==> src/shared/gbc_pkg.sv <==
`default_nettype none
package gbc_pkg;
   // ************************************************************
   // Register offsets (byte addresses)
   // ************************************************************
   localparam logic [7:0] OFS_SW_CONFIG     = 8'h00;
   localparam logic [7:0] OFS_HYST          = 8'h04;
   localparam logic [7:0] OFS_DAC_STAGE1_1  = 8'h08;
   localparam logic [7:0] OFS_DAC_STAGE1_2  = 8'h0c;
   localparam logic [7:0] OFS_DAC_DIRECT_1  = 8'h10;
   localparam logic [7:0] OFS_DAC_DIRECT_2  = 8'h14;
   localparam logic [7:0] OFS_LOAD_DAC      = 8'h18;
   localparam logic [7:0] OFS_CAL_CONTROL   = 8'h1c;
   localparam logic [7:0] OFS_ADC_SELECT    = 8'h20;
   localparam logic [7:0] OFS_SETPOINT      = 8'h24;
   localparam logic [7:0] OFS_PARAM_1       = 8'h28;
   localparam logic [7:0] OFS_PARAM_2       = 8'h2c;
   localparam logic [7:0] OFS_STATUS        = 8'h30;
   localparam logic [7:0] OFS_CH2_AVG       = 8'h34;

   // ************************************************************
   // Field positions
   // ************************************************************
   localparam int SW_CH2_RATE     = 15;
   localparam int SW_CH2_CLAMP_LO = 12;
   localparam int SW_TCOMP2       = 10;
   localparam int SW_PCOMP2       = 9;
   localparam int SW_SRC2_LO      = 6;
   localparam int SW_TCOMP1       = 4;
   localparam int SW_PCOMP1       = 3;
   localparam int SW_SRC1_LO      = 0;
   localparam int CAL_TRACK_BIT   = 0;
   localparam int CAL_GO_BIT      = 1;
   localparam int CAL_PERIODIC    = 2;
   localparam int ADC_REPEAT_BIT  = 7;
   localparam int DAC_BITS        = 12;
   localparam int ADC_CHANNELS    = 7;

   // Source select codes
   localparam logic [1:0] SRC_PARAM_REG = 2'h0;
   localparam logic [1:0] SRC_RESERVED  = 2'h1;

   // ************************************************************
   // Reset values
   // ************************************************************
   localparam logic [15:0] RST_SW_CONFIG = 16'h0000;
   localparam logic [3:0]  RST_HYST      = 4'h0;
   localparam logic [11:0] RST_DAC       = 12'h000;

   // ************************************************************
   // Timing
   // ************************************************************
   localparam int CLK_FREQ_KHZ     = 25000;
   localparam int CAL_INTERVAL_US  = 13000;
   localparam int CAL_INTERVAL_CYC = CAL_INTERVAL_US * CLK_FREQ_KHZ / 1000;
   localparam int CAL_CH_CYC       = 64;

   typedef enum logic [1:0] {
      CAL_IDLE, CAL_CH1, CAL_CH2, CAL_WAIT
   } gbc_cal_state_t;
endpackage
`default_nettype wire

==> src/gbc_ctrl.sv <==
`timescale 1ns/1ps
`default_nettype none

module gbc_ctrl #(
   parameter int CAL_INTERVAL = gbc_pkg::CAL_INTERVAL_CYC,
   parameter int CAL_CH_LEN   = gbc_pkg::CAL_CH_CYC
) (
   // Clock and reset
   input  wire logic        i_core_clk,
   input  wire logic        i_rst,
   // Register port
   input  wire logic [7:0]  i_addr,
   input  wire logic [15:0] i_wdata,
   input  wire logic        i_wr,
   input  wire logic        i_rd,
   output logic      [15:0] o_rdata,
   // Analog status pins
   input  wire logic        i_tracking_mode,
   input  wire logic [1:0]  i_ch_pd,
   // Samples from converter
   input  wire logic [1:0]  i_temp_valid,
   input  wire logic [11:0] i_temp_data,
   input  wire logic [1:0]  i_cur_valid,
   input  wire logic [11:0] i_cur_data,
   input  wire logic [1:0]  i_aux_valid,
   input  wire logic [11:0] i_aux_data,
   input  wire logic        i_adc_done,
   // Gate DAC codes
   output logic      [11:0] o_gate_code_ch1,
   output logic      [11:0] o_gate_code_ch2,
   // Calculation triggers
   output logic      [1:0]  o_calc_trig,
   // Amplifier calibration
   output logic      [1:0]  o_cal_active,
   output logic             o_cal_track,
   output logic             o_nv_cal_store,
   output logic      [2:0]  o_nv_cal_data,
   // ADC control
   output logic      [6:0]  o_adc_chan_en,
   output logic             o_adc_repeat_en,
   output logic             o_adc_start,
   output logic      [2:0]  o_adc_chan
);
   // ************************************************************
   // Helpers
   // ************************************************************
   // True when two codes differ by more than the hysteresis
   function automatic logic beyond(input logic [11:0] a,
                                   input logic [11:0] b,
                                   input logic [3:0]  h);
      logic [11:0] d;
      d = (a > b) ? a - b : b - a;
      return d > {8'h00, h};
   endfunction

   // Clamp a signed difference to 2^code-1; code 0 passes it unclamped
   function automatic logic signed [12:0] clamp(
      input logic signed [12:0] d, input logic [2:0] code);
      logic signed [12:0] lim;
      lim = $signed((13'h0001 << code) - 13'h0001);
      if (code == 3'h0)
         return d;
      else if (d > lim)
         return lim;
      else if (d < -lim)
         return -lim;
      else
         return d;
   endfunction

   // ************************************************************
   // Synchronisers for analog status pins
   // ************************************************************
   logic [2:0] meta;
   logic [2:0] sync;
   always_ff @(posedge i_core_clk or posedge i_rst) begin
      if (i_rst) begin
         meta <= 3'h0;
         sync <= 3'h0;
      end else begin
         meta <= {i_tracking_mode, i_ch_pd};
         sync <= meta;
      end
   end
   wire       tracking = sync[2];
   wire [1:0] ch_pd    = sync[1:0];

   // ************************************************************
   // Register decode
   // ************************************************************
   wire wr_cfg  = i_wr && (i_addr == gbc_pkg::OFS_SW_CONFIG);
   wire wr_hyst = i_wr && (i_addr == gbc_pkg::OFS_HYST);
   wire wr_s1a  = i_wr && (i_addr == gbc_pkg::OFS_DAC_STAGE1_1);
   wire wr_s1b  = i_wr && (i_addr == gbc_pkg::OFS_DAC_STAGE1_2);
   wire wr_dra  = i_wr && (i_addr == gbc_pkg::OFS_DAC_DIRECT_1);
   wire wr_drb  = i_wr && (i_addr == gbc_pkg::OFS_DAC_DIRECT_2);
   wire wr_load = i_wr && (i_addr == gbc_pkg::OFS_LOAD_DAC);
   wire wr_cal  = i_wr && (i_addr == gbc_pkg::OFS_CAL_CONTROL);
   wire wr_adc  = i_wr && (i_addr == gbc_pkg::OFS_ADC_SELECT);
   wire wr_set  = i_wr && (i_addr == gbc_pkg::OFS_SETPOINT);
   wire wr_p1   = i_wr && (i_addr == gbc_pkg::OFS_PARAM_1);
   wire wr_p2   = i_wr && (i_addr == gbc_pkg::OFS_PARAM_2);
   wire [11:0] wdac = i_wdata[gbc_pkg::DAC_BITS-1:0];  // Top nibble dropped

   logic [15:0] sw_cfg;
   logic [3:0]  hyst;
   always_ff @(posedge i_core_clk or posedge i_rst) begin
      if (i_rst) begin
         sw_cfg <= gbc_pkg::RST_SW_CONFIG;
         hyst   <= gbc_pkg::RST_HYST;
      end else begin
         if (wr_cfg)
            sw_cfg <= i_wdata;
         if (wr_hyst)
            hyst <= i_wdata[3:0];  // Shared by both channels
      end
   end

   wire       ch2_rate  = sw_cfg[gbc_pkg::SW_CH2_RATE];
   wire [2:0] ch2_clamp = sw_cfg[gbc_pkg::SW_CH2_CLAMP_LO +: 3];
   wire [1:0] temp_comp_en     = {sw_cfg[gbc_pkg::SW_TCOMP2],
                           sw_cfg[gbc_pkg::SW_TCOMP1]};
   wire [1:0] pcomp     = {sw_cfg[gbc_pkg::SW_PCOMP2],
                           sw_cfg[gbc_pkg::SW_PCOMP1]};
   wire [1:0] src [2];
   assign src[0] = sw_cfg[gbc_pkg::SW_SRC1_LO +: 2];
   assign src[1] = sw_cfg[gbc_pkg::SW_SRC2_LO +: 2];

   // ************************************************************
   // Two-stage gate DAC registers
   // ************************************************************
   // Nothing here feeds the storage port: DAC values are volatile
   logic [11:0] stage1 [2];
   always_ff @(posedge i_core_clk or posedge i_rst) begin
      if (i_rst) begin
         stage1[0]       <= gbc_pkg::RST_DAC;
         stage1[1]       <= gbc_pkg::RST_DAC;
         o_gate_code_ch1 <= gbc_pkg::RST_DAC;
         o_gate_code_ch2 <= gbc_pkg::RST_DAC;
      end else begin
         if (wr_s1a || wr_dra)
            stage1[0] <= wdac;
         if (wr_s1b || wr_drb)
            stage1[1] <= wdac;
         if (wr_dra)
            o_gate_code_ch1 <= wdac;  // Both stages at once
         else if (wr_load && i_wdata[0])
            o_gate_code_ch1 <= stage1[0];
         if (wr_drb)
            o_gate_code_ch2 <= wdac;
         else if (wr_load && i_wdata[1])
            o_gate_code_ch2 <= stage1[1];
      end
   end

   // ************************************************************
   // Channel 2 temperature average
   // ************************************************************
   // Four fraction bits keep the 1/16 step exact without rounding
   logic [15:0] ch2_avg_fx;
   wire  signed [12:0] ch2_diff = $signed({1'b0, i_temp_data})
                                - $signed({1'b0, ch2_avg_fx[15:4]});
   wire  signed [12:0] ch2_lim  = clamp(ch2_diff, ch2_clamp);
   wire         fast_rate = tracking && ch2_rate;
   wire  signed [16:0] ch2_step = fast_rate ?
                        17'(ch2_lim) <<< 2 : 17'(ch2_lim);
   wire  [15:0] next_ch2_avg = 16'($signed({1'b0, ch2_avg_fx}) + ch2_step);
   always_ff @(posedge i_core_clk or posedge i_rst) begin
      if (i_rst)
         ch2_avg_fx <= 16'h0000;
      else if (i_temp_valid[1])
         ch2_avg_fx <= next_ch2_avg;
   end

   // ************************************************************
   // Calculation trigger logic
   // ************************************************************
   logic [11:0] last_temp  [2];
   logic [11:0] last_param [2];
   logic [1:0]  temp_hit;
   logic [1:0]  param_hit;
   logic [1:0]  param_wr;
   logic [11:0] temp_val   [2];
   logic [11:0] param_val  [2];
   logic [1:0]  param_vld;
   assign param_wr    = {wr_p2, wr_p1};
   assign temp_val[0] = i_temp_data;
   assign temp_val[1] = ch2_avg_fx[15:4];  // Ch2 compares the average

   for (genvar c = 0; c < 2; c++) begin : g_trig
      // Source 01 is never selected by software, so it picks nothing
      assign param_vld[c] = src[c][1] &&
                            (src[c][0] ? i_aux_valid[c] : i_cur_valid[c]);
      assign param_val[c] = src[c][0] ? i_aux_data : i_cur_data;
      assign temp_hit[c]  = temp_comp_en[c] && i_temp_valid[c] &&
                 beyond(temp_val[c], last_temp[c], hyst);
      assign param_hit[c] = pcomp[c] && (param_vld[c] &&
                 beyond(param_val[c], last_param[c], hyst)
               || (src[c] == gbc_pkg::SRC_PARAM_REG) && param_wr[c]);

      always_ff @(posedge i_core_clk or posedge i_rst) begin
         if (i_rst) begin
            last_temp[c]  <= 12'h000;
            last_param[c] <= 12'h000;
         end else begin
            if (temp_hit[c])
               last_temp[c] <= temp_val[c];
            if (param_hit[c] && param_vld[c])
               last_param[c] <= param_val[c];  // Last sample used
         end
      end
   end

   // One-cycle trigger, registered
   always_ff @(posedge i_core_clk or posedge i_rst) begin
      if (i_rst)
         o_calc_trig <= 2'h0;
      else
         o_calc_trig <= temp_hit | param_hit | {2{wr_set}};
   end

   // ************************************************************
   // Amplifier calibration sequencer
   // ************************************************************
   gbc_pkg::gbc_cal_state_t cal_state, next_cal_state;
   logic [2:0]  cal_ctl;  // Periodic, go, track
   logic [18:0] cal_cnt;
   logic        cal_pend;
   wire go_write   = wr_cal && i_wdata[gbc_pkg::CAL_GO_BIT];
   wire periodic   = cal_ctl[gbc_pkg::CAL_PERIODIC];
   wire cal_go     = cal_ctl[gbc_pkg::CAL_GO_BIT];
   wire cnt_done   = (cal_cnt == 19'h00000);
   wire start_cal  = (cal_state == gbc_pkg::CAL_IDLE && cal_pend) ||
                     (cal_state == gbc_pkg::CAL_WAIT && cnt_done &&
                      periodic && cal_go);
   wire seq_end    = (cal_state == gbc_pkg::CAL_CH2 && cnt_done) ||
                     (cal_state == gbc_pkg::CAL_CH1 && cnt_done && ch_pd[1]);

   // Next state: powered-down channels are stepped over
   always_comb begin
      next_cal_state = cal_state;
      unique case (cal_state)
         gbc_pkg::CAL_IDLE, gbc_pkg::CAL_WAIT:
            if (start_cal)
               next_cal_state = !ch_pd[0] ? gbc_pkg::CAL_CH1 :
                                !ch_pd[1] ? gbc_pkg::CAL_CH2 :
                                (periodic ? gbc_pkg::CAL_WAIT
                                          : gbc_pkg::CAL_IDLE);
            else if (cal_state == gbc_pkg::CAL_WAIT && !(periodic && cal_go))
               next_cal_state = gbc_pkg::CAL_IDLE;
         gbc_pkg::CAL_CH1:
            if (cnt_done)
               next_cal_state = !ch_pd[1] ? gbc_pkg::CAL_CH2 :
                                periodic ? gbc_pkg::CAL_WAIT
                                         : gbc_pkg::CAL_IDLE;
         gbc_pkg::CAL_CH2:
            if (cnt_done)
               next_cal_state = periodic ? gbc_pkg::CAL_WAIT
                                         : gbc_pkg::CAL_IDLE;
      endcase
   end

   // Counter reloads on every state change
   wire [18:0] next_cal_cnt =
      (next_cal_state == gbc_pkg::CAL_WAIT) ? 19'(CAL_INTERVAL - 1) :
                                              19'(CAL_CH_LEN - 1);
   always_ff @(posedge i_core_clk or posedge i_rst) begin
      if (i_rst) begin
         cal_state <= gbc_pkg::CAL_IDLE;
         cal_cnt   <= 19'h00000;
      end else begin
         cal_state <= next_cal_state;
         if (next_cal_state != cal_state)
            cal_cnt <= next_cal_cnt;
         else if (!cnt_done)
            cal_cnt <= cal_cnt - 19'h00001;
      end
   end

   // Control bits: a write lands over the self-clear
   always_ff @(posedge i_core_clk or posedge i_rst) begin
      if (i_rst) begin
         cal_ctl  <= 3'h0;
         cal_pend <= 1'b0;
      end else begin
         if (wr_cal)
            cal_ctl <= i_wdata[2:0];  // Bits 15..3 ignored
         else if (seq_end && !periodic)
            cal_ctl[gbc_pkg::CAL_GO_BIT] <= 1'b0;
         if (go_write)
            cal_pend <= 1'b1;  // One manual run per go write
         else if (start_cal)
            cal_pend <= 1'b0;
      end
   end

   // Storage copy of calibration control
   always_ff @(posedge i_core_clk or posedge i_rst) begin
      if (i_rst) begin
         o_nv_cal_store <= 1'b0;
         o_nv_cal_data  <= 3'h0;
      end else begin
         o_nv_cal_store <= wr_cal;
         if (wr_cal)
            o_nv_cal_data <= i_wdata[2:0];
      end
   end

   assign o_cal_active = {cal_state == gbc_pkg::CAL_CH2,
                          cal_state == gbc_pkg::CAL_CH1};
   assign o_cal_track  = cal_ctl[gbc_pkg::CAL_TRACK_BIT];

   // ************************************************************
   // ADC channel selection and sequencing
   // ************************************************************
   // A select write scans its own new enables, so the first start
   // always lands on a channel that is really selected
   wire [6:0] scan_en = wr_adc ? i_wdata[6:0] : o_adc_chan_en;
   // Next enabled channel after the current one, wrapping
   logic [2:0] next_chan;
   always_comb begin
      next_chan = o_adc_chan;
      for (int k = 7; k >= 1; k--) begin
         if (scan_en[3'((32'(o_adc_chan) + k) % 7)])
            next_chan = 3'((32'(o_adc_chan) + k) % 7);
      end
   end
   wire adc_go = (wr_adc && |i_wdata[6:0]) ||
                 (i_adc_done && o_adc_repeat_en && |o_adc_chan_en);
   always_ff @(posedge i_core_clk or posedge i_rst) begin
      if (i_rst) begin
         o_adc_chan_en   <= 7'h00;
         o_adc_repeat_en <= 1'b0;
         o_adc_start     <= 1'b0;
         o_adc_chan      <= 3'h6;
      end else begin
         if (wr_adc) begin
            o_adc_chan_en   <= i_wdata[6:0];
            o_adc_repeat_en <= i_wdata[gbc_pkg::ADC_REPEAT_BIT];
         end
         o_adc_start <= adc_go;
         if (adc_go)
            o_adc_chan <= next_chan;
      end
   end
   // ************************************************************
   // Read path: status and channel 2 average
   // ************************************************************
   wire [15:0] status = {8'h00, o_adc_repeat_en, o_adc_start,
                         ch_pd, tracking, cal_pend, cal_go,
                         cal_state != gbc_pkg::CAL_IDLE};
   wire [15:0] rd_mux = (i_addr == gbc_pkg::OFS_STATUS)  ? status :
                        (i_addr == gbc_pkg::OFS_CH2_AVG) ?
                           {4'h0, ch2_avg_fx[15:4]} : 16'h0000;
   always_ff @(posedge i_core_clk or posedge i_rst) begin
      if (i_rst)
         o_rdata <= 16'h0000;
      else
         o_rdata <= i_rd ? rd_mux : 16'h0000;
   end

   // ************************************************************
   // Assertions
   // ************************************************************
   property p_direct_dac;
      @(posedge i_core_clk) disable iff (i_rst)
      wr_dra |=> o_gate_code_ch1 == $past(wdac) && stage1[0] == $past(wdac);
   endproperty
   a_direct_dac: assert property (p_direct_dac)
      else $error("direct dac write did not reach both stages");

   property p_stage1_hold;
      @(posedge i_core_clk) disable iff (i_rst)
      wr_s1a && !wr_load |=> $stable(o_gate_code_ch1);
   endproperty
   a_stage1_hold: assert property (p_stage1_hold)
      else $error("stage one write moved the gate");

   property p_load;
      @(posedge i_core_clk) disable iff (i_rst)
      wr_load && i_wdata[1] |=> o_gate_code_ch2 == $past(stage1[1]);
   endproperty
   a_load: assert property (p_load)
      else $error("load did not copy stage one");

   property p_no_trig_dac;
      @(posedge i_core_clk) disable iff (i_rst)
      (wr_s1a || wr_dra) && !temp_hit[0] && !param_hit[0]
         |=> !o_calc_trig[0];
   endproperty
   a_no_trig_dac: assert property (p_no_trig_dac)
      else $error("dac write triggered a calculation");

   property p_setpoint;
      @(posedge i_core_clk) disable iff (i_rst)
      wr_set |=> o_calc_trig == 2'h3;
   endproperty
   a_setpoint: assert property (p_setpoint)
      else $error("setpoint write missed a trigger");

   property p_param_reg;
      @(posedge i_core_clk) disable iff (i_rst)
      wr_p1 && pcomp[0] && src[0] == 2'h0 |=> o_calc_trig[0];
   endproperty
   a_param_reg: assert property (p_param_reg)
      else $error("parameter write missed a trigger");

   property p_hyst;
      @(posedge i_core_clk) disable iff (i_rst)
      pcomp[0] && src[0] == 2'h2 && i_cur_valid[0] && !wr_set &&
      !temp_hit[0] && !beyond(i_cur_data, last_param[0], hyst)
         |=> !o_calc_trig[0];
   endproperty
   a_hyst: assert property (p_hyst)
      else $error("sample inside hysteresis triggered");

   property p_rate;
      @(posedge i_core_clk) disable iff (i_rst)
      i_temp_valid[1] && !fast_rate && ch2_clamp == 3'h0
         |=> ch2_avg_fx == 16'($past(ch2_avg_fx) + 16'($past(ch2_diff)));
   endproperty
   a_rate: assert property (p_rate)
      else $error("slow average step wrong");

   property p_go_clear;
      @(posedge i_core_clk) disable iff (i_rst)
      seq_end && !periodic && !wr_cal |=> !cal_go;
   endproperty
   a_go_clear: assert property (p_go_clear)
      else $error("go bit not cleared at finish");

   property p_skip;
      @(posedge i_core_clk) disable iff (i_rst)
      ch_pd[0] && cal_state != gbc_pkg::CAL_CH1 |=> !o_cal_active[0];
   endproperty
   a_skip: assert property (p_skip)
      else $error("powered-down channel calibrated");

   property p_adc_start;
      @(posedge i_core_clk) disable iff (i_rst)
      wr_adc && i_wdata[6:0] != 7'h00 |=> o_adc_start;
   endproperty
   a_adc_start: assert property (p_adc_start)
      else $error("select write started nothing");

   c_periodic: cover property (@(posedge i_core_clk) disable iff (i_rst)
      cal_state == gbc_pkg::CAL_WAIT && start_cal);
   c_repeat: cover property (@(posedge i_core_clk) disable iff (i_rst)
      o_adc_repeat_en && i_adc_done ##1 o_adc_start);
   c_clamp: cover property (@(posedge i_core_clk) disable iff (i_rst)
      i_temp_valid[1] && ch2_lim != ch2_diff);
endmodule

`default_nettype wire

==> config.mk <==
export PLATFORM = sky130hd
export DESIGN_NAME = gbc_ctrl
export DESIGN_NICKNAME = d
export VERILOG_FILES = /design/src/shared/gbc_pkg.sv /design/src/gbc_ctrl.sv
export SDC_FILE = /design/constraint.sdc
export NUM_CORES = 1
export LEC_CHECK = 0
export ABC_AREA = 1
export BUFFER_PORTS_ARGS = -buffer_cell sky130_fd_sc_hd__buf_2
export CAP_MARGIN = 25
export CORE_MARGIN = 2
export CORE_UTILIZATION = 45
export CTS_CLUSTER_SIZE = 25
export DETAILED_ROUTE_END_ITERATION = 10
export PLACE_DENSITY_LB_ADDON = 0.25
export SYNTH_ARGS = -nofsm -noshare
export SYNTH_HDL_FRONTEND = slang
export SYNTH_SLANG_ARGS = --single-unit
==> constraint.sdc <==
create_clock -name i_core_clk -period 6.9 [get_ports i_core_clk]
set_input_delay 0 -clock i_core_clk [delete_from_list [all_inputs] [get_ports i_core_clk]]
set_output_delay 0 -clock i_core_clk [all_outputs]
set_load 0.05 [all_outputs]
==> metrics, run 1 <==
status=finished clean; Power per Cell Area=409.0 nW/um2; CTS tree=yes; Core ar.=38830 um2; commonest non-fill, non-tap cell in the layout=nand2_1; Reg-to-Reg End=ch2_avg_fx[13]$_DFFE_PP0P_; Filler cells=3916; Setup violations, final=0; RSZ-0062 raised after global routing=false; Hold Fails Final Rpt=0; post-CTS setup buffers=0; min setup slack post-route=0.6985 ns; clock skew=0.01545 ns; Remaining Overflow, GRT=0; most used cell, CP=nand2_1; Post-synth EDFFs=0; Post-Synthesis Cells=2559; Worst Reg-to-Reg Cells=44; relative slew slack=39.08%; Storage cell area=4682 um2; Synth async-reset ratio=100.0%; met2 wire len=23.81 mm; placed inst area=18810 um2; crit end category=flip-flop; final instance area=19930 um2; io pins=135; initial core utilization=45.84%; final-stage net count=2976; Post-Route Setup TNS=0 ns; Hold EP=last_param[6]$_DFFE_PP0P_; via count=16890; vias per inst=5.220; ANT cells=0; P&R area growth vs syn=11.98%; CTS sink cnt=187; Synth warnings=0; Yosys top cell area share=26.01%; hold slack=0.02343 ns; family with the most delay on the worst path=simple AND/OR/NAND/NOR gates; share of layout cells above drive strength 1=10.71%; Crit path buffers/inverters=4; Chip Height=202.9 um; Slew Limit Fails=0; critical path arrival=6.54 ns; Final Util=51.33%; Place WS=0.8250 ns; largest net degree at the start of global routing=86; CP max-delay cell=dfrtp_1; worst slew pin tran=0.9138 ns; sequential-to-total area share from yosys stat=26.31%; area of the multi-input gates=11290 um2; row cnt=72; Iteration-0 DRC Markers=951; first-pass GRT wire length=81.07 mm; number of global-route vias before repair=16210; Clock transition at path regs=0.08 ns; Yosys top cell by area=dfrtp_1; Max Freq=161.3 MHz; Hold Crit Class=input port to flip-flop; Netlist cell types=67; synth top area cells=dfrtp_1 26%, nand2_1 14%, ha_1 13%; CP Max Fanout=12; highest metal used=met4; DRC Markers=0; cts bufs inserted=17; PortBufs=130; post-cts resize count=0; maximum root-to-sink buffer count=2; Cell Area, Synth=17800 um2; hold_buf cts=54; reg2reg setup slack=0.70 ns; # Max-Cap Violations=0; top_reg_cell synth=dfrtp_1; Die Area=41160 um2; Pre-antenna DRT Iters=5; initial antenna violation count=0; Worst Setup Start Kind=flip-flop; slowest stage delay, CP=0.53 ns; min cycle time layout=6.201 ns; final WL=49.58 mm; Critical R2R Launch=ch2_avg_fx[5]$_DFFE_PP0P_; die span in x=202.9 um; GP Congestion=0.9446; WL/cell=15.33 um; DRT met1 WL=22.97 mm; critical path class=flip-flop to flip-flop; clock root cell=clkbuf_16; All-Layer GR Usage=24.42%; Leakage=10.48 nW; Worst-Skew Late Latency=0.47 ns; syn_area_per_cell=6.955 um2; CTS H-Tree Depth=4; Yosys reg bits=187; met3 wire length=2.145 mm; Final Cycle Share=89.88%; Post-DRT Antenna Nets=0; WHS Path Cells=5; VDD IR-drop max=0.0003581 V; post-detail-place hpwl=39.01 mm; critical hold path startpoint=i_aux_data[6]; commonest cells after routing, fill and taps aside=677 x nand2_1, 366 x inv_1, 187 x ha_1; Critical Path RT=7.24 ns
metal layers:
layer	track usage, %	up-vias
met2	42.64	372
met5	0	-
li1	-	8588
met4	5.266	0
met1	32.35	7886
met3	3.034	41
area by class of cell:
type,instances,area share [%]
clock buffer,17,2.135
clock inverter,14,0.7785
inverter,385,7.302
multi-input combinational,1919,56.65
sequential,187,23.49
tap,518,3.252
timing repair buffer,195,6.391
kinds of logic (layout without fill, tap and decap cells):
group / after synthesis / in the layout / share of synthesized area [%]
adder cells (fa/ha/maj): 197 / 197 / 14.27
AO/OA/AOI/OAI: 467 / 467 / 15.08
other: 2 / 7 / 0.04220
XOR/XNOR: 110 / 110 / 5.413
AND/OR/NAND/NOR: 1118 / 1118 / 27.21
buffers and inverters: 458 / 611 / 10.36
flip-flops: 187 / 187 / 26.31
multiplexers: 20 / 20 / 1.308
worst register-to-register path, delay by kind of cell (launching register included):
kind                     cells  cell delay [ns]
flip-flops                   1             0.53
adder cells (fa/ha/maj)      3             0.98
XOR/XNOR                     1             0.14
AO/OA/AOI/OAI                9             1.10
buffers and inverters        4             0.53
AND/OR/NAND/NOR             27             2.81
registers in the layout, indices dropped and copies added, names as in the netlist, 7 cells and up:
register / cells
o_gate_code_ch1: 12
o_gate_code_ch2: 12
ch2_avg_fx: 16
sw_cfg: 12
o_rdata: 12
last_temp: 24
cal_cnt: 19
stage1: 24
o_adc_chan_en: 7
last_param: 24
synthesized netlist by cell type, types with 22 or more instances:
master / instances
nand2_1: 677
inv_1: 367
ha_1: 187
o21ai_0: 186
dfrtp_1: 185
nand3_1: 165
a21oi_1: 151
nor2_1: 142
xor2_1: 84
nand4_1: 32
clkbuf_1: 28
nand2_2: 28
xnor2_1: 26
nor3_1: 22
o21ai_1: 22
through the flow:
step / total power [W] / instances
final: 0.008152 / 3235
after global routing: 0.009030 / 3235
after CTS: 0.008135 / 3235
after detailed placement: 0.007063 / 3150
after global placement: 0.006970 / 3150
after floorplan: 0.005859 / 2564
power breakdown:
group	leakage, nW	total (W)	internal, W	switching, W
registers	2.45	0.00140	0.00125	0.000158
logic	7.74	0.00574	0.00208	0.00366
clock network	0.279	0.00101	0.000510	0.000502
worst max-delay path by stage:
stage	cells past startpoint	startpoint	to	slack, ns
after detailed placement	45	sw_cfg[13]$_DFFE_PP0P_	ch2_avg_fx[13]$_DFFE_PP0P_	0.83
after global placement	45	sw_cfg[13]$_DFFE_PP0P_	ch2_avg_fx[13]$_DFFE_PP0P_	0.85
final	44	ch2_avg_fx[5]$_DFFE_PP0P_	ch2_avg_fx[13]$_DFFE_PP0P_	0.70
after CTS	44	ch2_avg_fx[5]$_DFFE_PP0P_	ch2_avg_fx[13]$_DFFE_PP0P_	0.80
after global routing	44	ch2_avg_fx[5]$_DFFE_PP0P_	ch2_avg_fx[13]$_DFFE_PP0P_	0.06
after floorplan	46	sw_cfg[13]$_DFFE_PP0P_	ch2_avg_fx[13]$_DFFE_PP0P_	1.20
Note: power is estimated with default switching activity, not from simulation.
==> inputs of run 2 (changes only) <==
--- a/config.mk
+++ b/config.mk
@@ -9,10 +9,11 @@
 export BUFFER_PORTS_ARGS = -buffer_cell sky130_fd_sc_hd__buf_2
 export CAP_MARGIN = 25
 export CORE_MARGIN = 2
-export CORE_UTILIZATION = 45
+export CORE_UTILIZATION = 50
 export CTS_CLUSTER_SIZE = 25
 export DETAILED_ROUTE_END_ITERATION = 10
 export PLACE_DENSITY_LB_ADDON = 0.25
+export SKIP_CTS_REPAIR_TIMING = 1
 export SYNTH_ARGS = -nofsm -noshare
 export SYNTH_HDL_FRONTEND = slang
 export SYNTH_SLANG_ARGS = --single-unit
==> run 2 against run 1 <==
Net effect:
- first-iteration DRC count is 30% higher
- the flow now finishes with violations (hold timing)
- largest power group unchanged
- final area is 0.75% lower
- critical path type unchanged
- die area is 9.8% lower
==> metrics, run 2 (synthesis gave the netlist of run 1 again) <==
status=finished with violations (was finished clean); violated checks=hold timing; critical path class=flip-flop to flip-flop (unchanged); initial core utilization=50.40% (was 45.84%); Die Area=37120 um2 (was 41160 um2); share of layout cells above drive strength 1=10.74% (was 10.71%); Chip Height=192.7 um (was 202.9 um); via count=17170 (was 16890); CP Max Fanout=15 (was 12); DRC Markers=0 (unchanged); Leakage=10.44 nW (was 10.48 nW); maximum root-to-sink buffer count=2 (unchanged); GP Congestion=0.9461 (was 0.9446); clock skew=0.01395 ns (was 0.01545 ns); CTS H-Tree Depth=4 (unchanged); Worst-Skew Late Latency=0.46 ns (was 0.47 ns); Post-Route Setup TNS=0 ns (unchanged); Core ar.=35310 um2 (was 38830 um2); CTS sink cnt=187 (unchanged); critical path arrival=6.43 ns (was 6.54 ns); highest metal used=met4 (unchanged); Clock transition at path regs=0.07 ns (was 0.08 ns); Setup violations, final=0 (unchanged); met3 wire length=2.346 mm (was 2.145 mm); initial antenna violation count=0 (unchanged); top flop regs=last_param x24, last_temp x24, stage1 x24 (unchanged); All-Layer GR Usage=26.83% (was 24.42%); final WL=49.03 mm (was 49.58 mm); commonest cells after routing, fill and taps aside=676 x nand2_1, 365 x inv_1, 187 x ha_1 (was 677 x nand2_1, 366 x inv_1, 187 x ha_1); area of the multi-input gates=11300 um2 (was 11290 um2); Hold Fails Final Rpt=4 (was 0); Remaining Overflow, GRT=0 (unchanged); Max Freq=164.0 MHz (was 161.3 MHz); Filler cells=3401 (was 3916); vias per inst=5.430 (was 5.220); Hold Crit Class=input port to flip-flop (unchanged); die span in x=192.7 um (was 202.9 um); Pre-antenna DRT Iters=8 (was 5); Final Util=56.02% (was 51.33%); crit end category=flip-flop (unchanged); met2 wire len=23.35 mm (was 23.81 mm); row cnt=69 (was 72); DRT met1 WL=22.22 mm (was 22.97 mm); worst slew pin tran=0.8711 ns (was 0.9138 ns); WL/cell=15.51 um (was 15.33 um); largest net degree at the start of global routing=106 (was 86); clock root cell=clkbuf_16 (unchanged); VDD IR-drop max=0.0003228 V (was 0.0003581 V); first-pass GRT wire length=80.00 mm (was 81.07 mm); family with the most delay on the worst path=simple AND/OR/NAND/NOR gates (unchanged); most used cell, CP=nand2_1 (unchanged); Final Cycle Share=88.35% (was 89.88%); Final Power=0.008243 W (was 0.008152 W); Crit path buffers/inverters=6 (was 4); CTS tree=yes (unchanged); P&R area growth vs syn=11.14% (was 11.98%); commonest non-fill, non-tap cell in the layout=nand2_1 (unchanged); Slew Limit Fails=0 (unchanged); Storage cell area=4682 um2 (unchanged); ANT cells=0 (unchanged); hold slack=-0.01170 ns (was 0.02343 ns); cts bufs inserted=17 (unchanged); PortBufs=130 (unchanged); final-stage net count=2960 (was 2976); number of global-route vias before repair=16450 (was 16210); post-detail-place hpwl=37.91 mm (was 39.01 mm); # Max-Cap Violations=0 (unchanged); slowest stage delay, CP=0.44 ns (was 0.53 ns); RSZ-0062 raised after global routing=false (unchanged); Iteration-0 DRC Markers=1233 (was 951); Critical Path RT=7.23 ns (was 7.24 ns); min cycle time layout=6.096 ns (was 6.201 ns); Power per Cell Area=416.7 nW/um2 (was 409.0 nW/um2); Post-DRT Antenna Nets=0 (unchanged); io pins=135 (unchanged); CP max-delay cell=dfrtp_1 (unchanged); Worst Setup Start Kind=flip-flop (unchanged); relative slew slack=41.93% (was 39.08%)
run 2: cell types whose count changed in the layout (fill, tap and decap cells not counted), moves of 2 or more:
cell           delta
clkbuf_1          +2
clkbuf_8          +4
inv_6             -4
buf_4             -4
dlygate4sd3_1    -13
bufinv_16         +2
clkinv_8          -2
run 2: layer usage:
metal  global-route usage [%]  vias to the layer above
met4                    8.779                        0
li1                         -                     8533
met3                    3.437                       82
met2                    46.08                      481
met1                    34.85                     8073
met5                        0                        -
run 2: area by class of cell:
| cell class | count | area share [%] |
|---|---|---|
| inverter | 385 | 7.369 |
| clock inverter | 8 | 0.6705 |
| clock buffer | 23 | 2.467 |
| timing repair buffer | 179 | 5.769 |
| tap | 461 | 2.916 |
| sequential | 187 | 23.67 |
| multi-input combinational | 1919 | 57.14 |
run 2: tightest hold or removal path, delay by kind of cell:
family | cells | cell delay (ns)
AOI/OAI and AO/OA | 2 | 0.32
buffers and inverters | 1 | 0.09
run 2: metrics by stage:
stage	instances	area (um2)	worst slack, ns
floorplan	2564	17820	1.205
global placement	3089	18710	0.8234
detailed placement	3090	18730	0.6258
CTS	3121	19350	0.6207
global route	3162	19780	0.02244
finish	3162	19780	0.8038
run 2: report_power, final:
group	internal, W	switching (W)	total [W]	leakage (nW)
sequential	0.00125	0.000167	0.00141	2.45
combinational	0.00207	0.00369	0.00576	7.69
clock	0.000610	0.000460	0.00107	0.300
total	0.00393	0.00431	0.00824	10.4
run 2: path summary, 6_finish.rpt:
check / depth (start not counted) / to / from / slack [ns]
max: 44 / ch2_avg_fx[13]$_DFFE_PP0P_ / sw_cfg[13]$_DFFE_PP0P_ / 0.80
min: 3 / last_param[4]$_DFFE_PP0P_ / i_cur_data[4] / -0.01
max reg2reg: 44 / ch2_avg_fx[13]$_DFFE_PP0P_ / sw_cfg[13]$_DFFE_PP0P_ / 0.80
min reg2reg: 0 / sync[1]$_DFF_PP0_ / meta[1]$_DFF_PP0_ / 0.35
max in group asynchronous: 5 / o_adc_chan_en[6]$_DFF_PP0_ / i_rst / 5.39
min in group asynchronous: 3 / cal_cnt[4]$_DFFE_PP0P_ / i_rst / 0.22
